<file path="src/logic/fmes_consts.vh">
// constants for the factory-mode erase sequencer
`ifndef FMES_CONSTS_VH
`define FMES_CONSTS_VH
`define FMES_OP_WR_EN 8'h06
`define FMES_OP_FM_ARM 8'h41
`define FMES_OP_BE64 8'hd8
`define FMES_OP_CE 8'h60
`define FMES_OP_CE_ALT 8'hc7
`define FMES_OP_RDSR 8'h05
`define FMES_T_SEL_DLY_US 800
`define FMES_CLK_MHZ 250
`define FMES_SEL_DLY_CYC (`FMES_T_SEL_DLY_US * `FMES_CLK_MHZ)
`define FMES_BLK_CYC 2000
`define FMES_BLK_FM_CYC 500
`define FMES_CE_CYC 8000
`define FMES_CE_FM_CYC 2000
`endif

</file>
<file path="src/logic/fmes_frame.v">
// serial frame receiver: collects bytes from the host link
`timescale 1ns/100ps
`include "fmes_consts.vh"

module fmes_frame (
  // clock and reset
  input wire clk,
  input wire rst_b,
  // host link, sampled in clk domain
  input wire cs_b,
  input wire sclk,
  input wire si,
  // frame results
  output reg [7:0] op_q,
  output reg [5:0] bytes_q,
  output reg aligned_q,
  output reg end_q
);
  reg sclk_q;
  reg cs_q;
  reg [2:0] bit_q;
  reg [7:0] sh_q;
  wire rise = sclk & ~sclk_q & ~cs_b;

  // ------------------------------------------------------------
  // shift on sclk rise, flag end on cs rise
  // ------------------------------------------------------------
  always @(posedge clk or negedge rst_b) begin
    if (!rst_b) begin
      sclk_q <= 1'b0;
      cs_q <= 1'b1;
      bit_q <= 3'h0;
      sh_q <= 8'h00;
      op_q <= 8'h00;
      bytes_q <= 6'h00;
      aligned_q <= 1'b1;
      end_q <= 1'b0;
    end else begin
      sclk_q <= sclk;
      cs_q <= cs_b;
      end_q <= cs_b & ~cs_q; // one-cycle pulse at deselect
      if (!cs_b && cs_q) begin
        bit_q <= 3'h0;
        bytes_q <= 6'h00;
        aligned_q <= 1'b1;
      end else if (rise) begin
        sh_q <= {sh_q[6:0], si};
        bit_q <= bit_q + 3'h1;
        aligned_q <= (bit_q == 3'h7);
        if (bit_q == 3'h7) begin
          if (bytes_q == 6'h00)
            op_q <= {sh_q[6:0], si};
          if (bytes_q != 6'h3f)
            bytes_q <= bytes_q + 6'h01; // saturates; long frames stay long
        end
      end
    end
  end
endmodule

</file>
<file path="src/logic/fmes_top.v">
// factory-mode erase sequencer and power-on state logic
`timescale 1ns/100ps
`include "fmes_consts.vh"

// What this block does
// - armed flag then 64k block erase runs fast
// - flag clears at power-up, block erase done
// - armed flag then chip erase runs fast
// - flag clears when chip erase done
// - power-up lands in standby, not deep-down
// - write-enable latch cleared at power-up
// - below threshold, logic held, commands ignored
// - commands accepted after select delay
// - supply drop stops all operations
module fmes_top #(
  parameter SEL_DLY_CYC = `FMES_SEL_DLY_CYC,
  parameter BLK_CYC = `FMES_BLK_CYC,
  parameter BLK_FM_CYC = `FMES_BLK_FM_CYC,
  parameter CE_CYC = `FMES_CE_CYC,
  parameter CE_FM_CYC = `FMES_CE_FM_CYC
) (
  // clock and power-on reset
  input wire clk,
  input wire rst_b,
  // supply monitor, high while above write-inhibit threshold
  input wire supply_ok,
  // host serial link
  input wire cs_b,
  input wire sclk,
  input wire si,
  // device state
  output reg ready_q,
  output reg standby_q,
  output reg write_enable_latch_q,
  output reg factory_mode_q,
  output reg busy_q,
  // erase progress: kind and timing levels, end pulses
  output reg erase_block_q,
  output reg erase_chip_q,
  output reg erase_fast_q,
  output reg erase_done_q,
  output reg erase_abort_q
);
  // ------------------------------------------------------------
  // states, one-hot
  // ------------------------------------------------------------
  localparam [2:0] ST_WAIT = 3'b001;
  localparam [2:0] ST_IDLE = 3'b010;
  localparam [2:0] ST_ERASE = 3'b100;
  // the wait state doubles as the hold after power-on reset

  // ------------------------------------------------------------
  // frame results, delay and erase counters
  // ------------------------------------------------------------
  wire [7:0] op;
  wire [5:0] nbytes;
  wire aligned;
  wire frame_end;
  reg [2:0] st_q;
  // dly_q counts the power-up select delay, cnt_q the erase time
  reg [31:0] dly_q;
  reg [31:0] cnt_q;

  // chip erase has two opcodes
  // both codes take the same path and the same timing
  function is_ce;
    input [7:0] code;
    begin
      is_ce = (code == `FMES_OP_CE) || (code == `FMES_OP_CE_ALT);
    end
  endfunction

  // erase length pick, fast when the flag is armed
  function [31:0] erase_len;
    input chip;
    input fast;
    begin
      if (chip)
        erase_len = fast ? CE_FM_CYC : CE_CYC;
      else
        erase_len = fast ? BLK_FM_CYC : BLK_CYC;
    end
  endfunction

  // opcode and byte count of a finished frame both match
  function frame_is;
    input [7:0] code;
    input [5:0] len;
    input [7:0] want;
    input [5:0] want_len;
    begin
      frame_is = (code == want) && (len == want_len);
    end
  endfunction

  // ------------------------------------------------------------
  // frame receiver
  // ------------------------------------------------------------
  // all bit counting lives in the receiver; this side only decodes
  fmes_frame u_frame (
    .clk(clk),
    .rst_b(rst_b),
    .cs_b(cs_b),
    .sclk(sclk),
    .si(si),
    .op_q(op),
    .bytes_q(nbytes),
    .aligned_q(aligned),
    .end_q(frame_end)
  );

  // ------------------------------------------------------------
  // command decode
  // ------------------------------------------------------------
  // a frame counts only on a byte boundary and while powered
  wire good = frame_end & aligned & supply_ok;
  wire is_wr_en = good & frame_is(op, nbytes, `FMES_OP_WR_EN, 6'h01);
  wire is_fm_arm = good & frame_is(op, nbytes, `FMES_OP_FM_ARM, 6'h01);
  wire is_blk = good & frame_is(op, nbytes, `FMES_OP_BE64, 6'h04);
  wire is_ce_f = good & is_ce(op) & (nbytes == 6'h01);

  // ------------------------------------------------------------
  // sequencer
  // ------------------------------------------------------------
  always @(posedge clk or negedge rst_b) begin
    if (!rst_b) begin
      // reset puts the part in standby, all clear
      st_q <= ST_WAIT;
      dly_q <= 32'h0;
      cnt_q <= 32'h0;
      // every output below is a flop, never a decode
      ready_q <= 1'b0;
      standby_q <= 1'b1;
      write_enable_latch_q <= 1'b0;
      factory_mode_q <= 1'b0;
      busy_q <= 1'b0;
      erase_block_q <= 1'b0;
      erase_chip_q <= 1'b0;
      erase_fast_q <= 1'b0;
      erase_done_q <= 1'b0;
      erase_abort_q <= 1'b0;
    end else begin
      // pulses default low; set below for a single cycle
      erase_done_q <= 1'b0;
      erase_abort_q <= 1'b0;
      if (!supply_ok) begin
        // supply drop: stop, drop volatile state, restart delay
        // cnt_q is left alone: nothing reads it outside the erase state
        if (busy_q)
          erase_abort_q <= 1'b1; // array contents may be corrupt
        st_q <= ST_WAIT;
        dly_q <= 32'h0;
        ready_q <= 1'b0;
        standby_q <= 1'b1;
        write_enable_latch_q <= 1'b0;
        factory_mode_q <= 1'b0;
        busy_q <= 1'b0;
        erase_block_q <= 1'b0;
        erase_chip_q <= 1'b0;
        erase_fast_q <= 1'b0;
      end else begin
        case (st_q)
          ST_WAIT: begin
            // commands ignored until select delay passes
            // the count restarts from zero after every supply drop
            if (dly_q >= SEL_DLY_CYC - 1) begin
              st_q <= ST_IDLE;
              ready_q <= 1'b1;
            end else begin
              dly_q <= dly_q + 32'h1;
            end
          end
          ST_IDLE: begin
            // only whole, powered frames get here, one per deselect
            if (is_wr_en) begin
              write_enable_latch_q <= 1'b1;
            end else if (is_fm_arm) begin
              // arming needs the latch; any other good frame except write enable or an accepted erase disarms
              factory_mode_q <= write_enable_latch_q;
            end else if ((is_blk || is_ce_f) && write_enable_latch_q) begin
              // the latch stays set until the erase ends
              st_q <= ST_ERASE;
              busy_q <= 1'b1;
              standby_q <= 1'b0;
              erase_block_q <= is_blk;
              erase_chip_q <= is_ce_f;
              erase_fast_q <= factory_mode_q;
              cnt_q <= erase_len(is_ce_f, factory_mode_q) - 32'h1;
            end else if (good) begin
              factory_mode_q <= 1'b0; // broken sequence cancels the arm
            end
          end
          ST_ERASE: begin
            // busy ignores new frames; status reads are not modelled here
            if (cnt_q == 32'h0) begin
              st_q <= ST_IDLE;
              busy_q <= 1'b0;
              standby_q <= 1'b1;
              erase_done_q <= 1'b1;
              write_enable_latch_q <= 1'b0;
              if (erase_block_q)
                factory_mode_q <= 1'b0;
              if (erase_chip_q)
                factory_mode_q <= 1'b0;
              erase_block_q <= 1'b0;
              erase_chip_q <= 1'b0;
              erase_fast_q <= 1'b0;
            end else begin
              cnt_q <= cnt_q - 32'h1;
            end
          end
          default: begin
            // stray code: fall back to the power-up wait, the safe side
            st_q <= ST_WAIT;
          end
        endcase
      end
    end
  end
endmodule

</file>
<file path="config.mk">
export PLATFORM = sky130hd
export DESIGN_NAME = fmes_top
export DESIGN_NICKNAME = d
export VERILOG_FILES = /design/src/logic/fmes_frame.v /design/src/logic/fmes_top.v
export VERILOG_INCLUDE_DIRS = /design/src /design/src/logic
export SDC_FILE = /design/constraint.sdc
export NUM_CORES = 1
export LEC_CHECK = 0
export BUFFER_PORTS_ARGS = -buffer_cell sky130_fd_sc_hd__buf_2
export CAP_MARGIN = 20
export CORE_MARGIN = 8
export CORE_UTILIZATION = 40
export CTS_CLUSTER_SIZE = 12
export DETAILED_ROUTE_END_ITERATION = 8
export SLEW_MARGIN = 20
export SYNTH_ARGS = -nofsm -noshare
export SYNTH_HDL_FRONTEND = slang
export SYNTH_SLANG_ARGS = --single-unit
</file>
<file path="constraint.sdc">
create_clock -name clk -period 6.45 [get_ports clk]
set_clock_uncertainty 0.05 [all_clocks]
set_input_delay 0 -clock clk [delete_from_list [all_inputs] [get_ports clk]]
set_output_delay 0 -clock clk [all_outputs]
set_load 0.02 [all_outputs]
</file>
# ---- Yosys cells after proc, flatten, opt, wreduce, memory -nomap -nowiden
# Cells that the tools add are included.
dict set report word_totals {
  reg_bits 105
  in_bits 6
  output_inout_bits 10
  word_cells 172
}
dict set report classes {
  n_addsub 5
  order_cmp 1
  n_eq_ne 29
  mux 78
  bitwise_logic 14
  reduce_logical 24
}
# cell count
set op_table {}
lappend op_table {{$mux 32} 12}
lappend op_table {{$pmux 32 s2} 1}
lappend op_table {{$sub 32x1->32 const B} 2}
lappend op_table {{$mux 1} 42}
lappend op_table {{$add 32x1->32 const B} 1}
lappend op_table {{$ge 32x18->1 const B} 1}
lappend op_table {{$logic_not 32->1} 1}
lappend op_table {{$mux 13} 2}
lappend op_table {{$mux 3} 8}
lappend op_table {{$mux 6} 4}
lappend op_table {{$ne 3x3->1 const B} 6}
lappend op_table {{$eq 8x7->1 const B} 2}
lappend op_table {{$eq 8x8->1 const B} 2}
lappend op_table {{$pmux 1 s2} 7}
lappend op_table {{$ne 4x4->1 const B} 3}
lappend op_table {{$reduce_and 6->1} 2}
lappend op_table {{$mux 11} 1}
lappend op_table {{$and 1x1->1} 10}
lappend op_table {{$ne 2x2->1 const B} 5}
lappend op_table {{$reduce_and 5->1} 2}
lappend op_table {{$pmux 3 s3} 1}
lappend op_table {{$eq 8x3->1 const B} 1}
lappend op_table {{$reduce_bool 2->1} 4}
lappend op_table {{$add 6x1->6 const B} 1}
lappend op_table {{other kinds (17)} 30}

# ---- Longest topological paths before layout
dict set report logic_depth {
  depth_word 16
  depth_mapped 11
  ltp_nobuf 9
}

# ---- Hierarchy
# A second synthesis with hierarchy kept.
dict set report hier_totals {
  cells_unflattened 553
  hier_area_um2 5405.2
}
# mod n_inst cells_per_inst area_per_inst_um2 seq_area_each_um2
set by_module_without_submodules {}
lappend by_module_without_submodules {fmes_top 1 454 4139.0 1929.4}
lappend by_module_without_submodules {fmes_frame 1 99 1266.2 703.2}

# ---- Worst setup path after synthesis
# OpenSTA, ideal clock, no wires.
dict set report synth_timing {
  path_type {register to register}
  start {register st_q[0]}
  end {register cnt_q[26]}
  setup_time_ps 80
  arrival_time_ps 2812
  required_time_ps 6320
  slack_ps 3508
  stages_incl_launch_ff 11
  path_buffers 2
  synth_period_minus_slack_ps 2942
  cell_sequence {dfstp_2 nor3b_1 clkbuf_1 clkbuf_1 nand2_1 ha_1 nor4b_1 nand2_1 nor4_1 and4bb_2 xnor2_1}
}
dict set report synth_via {
  elab_chain_cells 3
  word_cells_on_any_way 9
  classes_between {eq/ne: 6; mux: 1; reduce/logical: 2}
}
# element line
set synth_rtl {}
lappend synth_rtl {{from (decl)} fmes_top.v:59} ;# reg [2:0] st_q;
lappend synth_rtl {{from (signal assigned)} fmes_top.v:128} ;# st_q <= ST_WAIT;
lappend synth_rtl {{from (signal assigned)} fmes_top.v:151} ;# st_q <= ST_WAIT;
lappend synth_rtl {{from (signal assigned)} fmes_top.v:167} ;# st_q <= ST_IDLE;
lappend synth_rtl {{$eq 3x3->1 / $eq 3x2->1 (equally long branches)} fmes_top.v:162} ;# case (st_q)
lappend synth_rtl {{$ne 2x2->1 (no line) / $reduce_bool 2->1 (equally long branches)} --}
lappend synth_rtl {{$reduce_and 6->1 (no line)} --}
lappend synth_rtl {{to (signal assigned)} fmes_top.v:188} ;# cnt_q <= erase_len(is_ce_f, factory_mode_q) - 32'h1;
lappend synth_rtl {{to (signal assigned)} fmes_top.v:209} ;# cnt_q <= cnt_q - 32'h1;
lappend synth_rtl {{to (decl)} fmes_top.v:62} ;# reg [31:0] cnt_q;
# Several ways; a longest one is shown, not always the timed one.
# A chain may end at the register's enable or synchronous reset.

# ---- Final worst setup path
dict set report layout_timing {
  start {register st_q[2]}
  end {register cnt_q[26]}
}
# Same word-level chain as after synthesis.

==> metrics.md <==
| Metric | Value |
|---|---|
| Outcome | `finished, final reports clean` |
| Wire per inst | `16.0 um` |
| Dpl ws | `3.13 ns` |
| Max Cap Viol | `0` |
| Most common cell after layout, fill and taps aside | `dfrtp_1` |
| Worst hold path class | `primary input to asynchronous set/reset pin` |
| Req. time, crit path | `6.68 ns` |
| Post-synth cell types | `62` |
| Critical Path AT | `3.64 ns` |
| Seq/Total Area, Yosys | `48.6%` |
| Nature of the critical path endpoint | `flop` |
| Maximum vdd drop | `0.121 mV` |
| Detailed Route WL | `12.0 mm` |
| Ports | `16` |
| Placer congestion estimate | `0.859` |
| Crit path kind | `flop to flop` |
| H-tree levels | `3` |
| Post-Syn Area per Cell | `9.74 um^2` |
| # port buffers | `15` |
| NumNets Final | `581` |
| Post-Synthesis Cell Area | `5420 um^2` |
| Dpl cells | `729` |
| Die ar. | `17,500 um^2` |
| Least-Margin Pin Slew | `1.05 ns` |
| Detailed-route via count | `4,277` |
| Synthesis warning total | `0` |
| Unrepaired setup endpoints after global routing | `no` |
| Yosys reg bits | `105` |
| All-Layer GR Usage | `14.1%` |
| Reg2reg setup slack | `3.04 ns` |
| Antenna violations before repair | `0` |
| 1st-iter DRT viols | `273` |
| Mapped Cells | `556` |
| Post-synth EDFFs | `0` |
| First-pass GRT wire length | `20.7 mm` |
| Cts repair resizes | `0` |
| Setup violators final | `0` |
| Post-CTS Repair Setup Buffers | `0` |
| Max Root-Sink Buffers | `2` |
| Max Fanout on Critical Path | `17` |
| Antenna-violating nets left | `0` |
| Commonest non-fill, non-tap cells in the layout | `dfrtp_1, nand2_1, nor2_1` |
| Clock group share of total power | `40.8%` |
| Cell Chain, Critical Path | `nor3b_2 > buf_4 > nand2_1 > ha_1 > nor4b_1 > nand2_1 > nor4_1 > and4bb_2 > xnor2_1` |
| Vias in the first global route | `4,191` |
| Combinational share of power | `5.4%` |
| Fin. Hold Viols | `0` |
| DR vias/cell | `5.71` |
| CTS tree | `yes` |
| Minimum clock period | `3.41 ns` |
| Post-route setup slack | `3.04 ns` |
| Height of the chip | `132 um` |
| Post-Syn Nets | `569` |
| Largest net degree at the start of global routing | `86` |
| Switching power | `0.324 mW` |
| DRC errors left | `0` |
| Fill cells | `1,305` |
| FF+latch area | `2630 um^2` |
| Synth-to-Final Area Change | `10.7%` |
| Die Wd | `132 um` |
| Initial Utilization | `40.9%` |
| Clock sinks | `105` |
| CP max stage delay | `0.83 ns` |
| Leakage | `2.64 nW` |
| CTS buffer count | `9` |
| Multi-input gate area in the final layout | `2670 um^2` |
| Final cycle utilization of the critical path | `52.9%` |
| Pint | `0.976 mW` |
| Detailed placer's ending HPWL | `8.06 mm` |
| TNS Setup | `0 ns` |
| Ant. Diodes | `0` |
| Worst Path Buf+Inv | `1` |
| Max-slew violation count | `0` |
| Slew margin rel. | `29.1%` |
| First-pass iteration count of the detailed router | `4` |
| Ys flop type | `dfrtp_1` |
| Crit-path most repeated cell | `nand2_1` |
| # rows | `42` |
| Clock Latency Late Sink | `0.36 ns` |
| Fmax achieved | `0.293 GHz` |
| Core area | `13,200 um^2` |
| Layout cells sized above 1 | `12.2%` |
| Root buffer cell | `clkbuf_16` |
| CP max stage cell | `nor4_1` |
| Power, Total | `1.30 mW` |
| Switching Fraction | `24.9%` |
| Sequential power share | `53.8%` |
| Ys async rst share | `100%` |
| Pwr dens | `217 nW/um^2` |
| Total grt overflow | `0` |
| CTS clk-pin slew, worst paths | `0.08 ns` |
| CP top delay family | `simple AND/OR/NAND/NOR gates` |
| CP startpoint kind | `flop` |
| Final instance count without filler cells | `749` |
## final timing paths
kind	startpoint	cells after the start	endpoint
setup reg to reg	st_q[2]	9	cnt_q[26]
setup / recovery	st_q[2]	9	cnt_q[26]
hold reg to reg	standby_q	2	standby_q
max in group asynchronous	rst_b	3	cnt_q[2]
hold / removal	rst_b	2	dly_q[11]
min in group clk	supply_ok	2	erase_abort_q
## state kept, by name, summed over array words and instances (netlist names)
register,flops
busy_q,1
cnt_q,32
dly_q,32
erase_abort_q,1
erase_block_q,1
erase_chip_q,1
erase_done_q,1
erase_fast_q,1
factory_mode_q,1
ready_q,1
st_q,3
standby_q,1
u_frame.aligned_q,1
u_frame.bit_q,3
u_frame.bytes_q,6
u_frame.cs_q,1
u_frame.end_q,1
u_frame.op_q,8
u_frame.sclk_q,1
u_frame.sh_q,7
write_enable_latch_q,1
## cells in the mapped netlist (3+ instances only)
cell | n | area, um^2
and3_1 | 17 | 106
clkbuf_1 | 21 | 78.8
nand2_1 | 55 | 206
and2_1 | 11 | 68.8
mux2_2 | 16 | 180
nand2b_1 | 7 | 43.8
nand4_1 | 12 | 75.1
nor3_1 | 20 | 100
nor3_2 | 4 | 40.0
o21a_1 | 13 | 97.6
o31a_1 | 4 | 35.0
xnor2_1 | 7 | 61.3
or3_1 | 15 | 93.8
o21ai_0 | 27 | 135
dfstp_2 | 4 | 105
nand3_1 | 24 | 120
nor2_1 | 43 | 161
o41ai_1 | 3 | 26.3
xor2_1 | 17 | 149
ha_1 | 7 | 87.6
a21oi_1 | 29 | 145
o31ai_1 | 8 | 60.1
mux2i_1 | 6 | 60.1
nor2b_1 | 3 | 18.8
inv_1 | 7 | 26.3
nor4_1 | 19 | 119
dfrtp_1 | 101 | 2530
o211ai_1 | 3 | 22.5
a31oi_1 | 4 | 25.0
or4_1 | 8 | 60.1
## kinds of logic (layout without fill, tap and decap cells)
group           count (synthesis)  count (layout)  synth area share, %
flops                         105             105                 48.6
compound gates                107             107                 12.7
buf+inv                        31              48                 2.17
fa+ha+maj                       7               7                 1.62
simple gates                  259             259                 26.3
xor+xnor                       24              24                 3.88
mux                            23              23                 4.71
## stage by stage
stage               util, %  hold WS [ns]  cell area, um^2
floorplan                 -        -0.346             5420
global placement       42.8        -0.145             5670
detailed placement     42.8        -0.146             5670
CTS                    45.2        0.0249             5990
global route           45.3        0.0538             5990
finish                 45.3        0.0213             5990
## layer usage
layer  vias up  wire (um)  share of wire, %  GRT usage, %
li1       2069          -                 -             -
met1      2124       5790                48          18.2
met2        70       5580                46          22.4
met3        14        451               3.8          3.20
met4         0        188               1.6          5.80
met5         -          0                 0             0
## final cells by class
class | count | share of cell area (%)
Timing Repair Buffer | 23 | 2.53
Clock buffer | 9 | 3.76
Clock inverter | 7 | 1.00
Tap cell | 176 | 3.67
Inverter | 9 | 0.564
Sequential cell | 105 | 43.9
Multi-Input combinational cell | 420 | 44.6
## power by group through the flow
stage	clock network, mW	logic, mW	registers (mW)
3_5_place_dp	0	0.0703	0.712
4_1_cts	0.551	0.0725	0.699
6_report	0.530	0.0708	0.699
2_1_floorplan	0	0.0442	0.705
5_1_grt	0.570	0.0820	0.702
3_3_place_gp	0	0.0682	0.710
## what timing repair did
action | CTS | global route
endpoints found under the hold margin | 29 | 0
hold buffers | 4 | 0
setup endpoints to repair | 0 | 0
(Power assumes the default switching activity.)
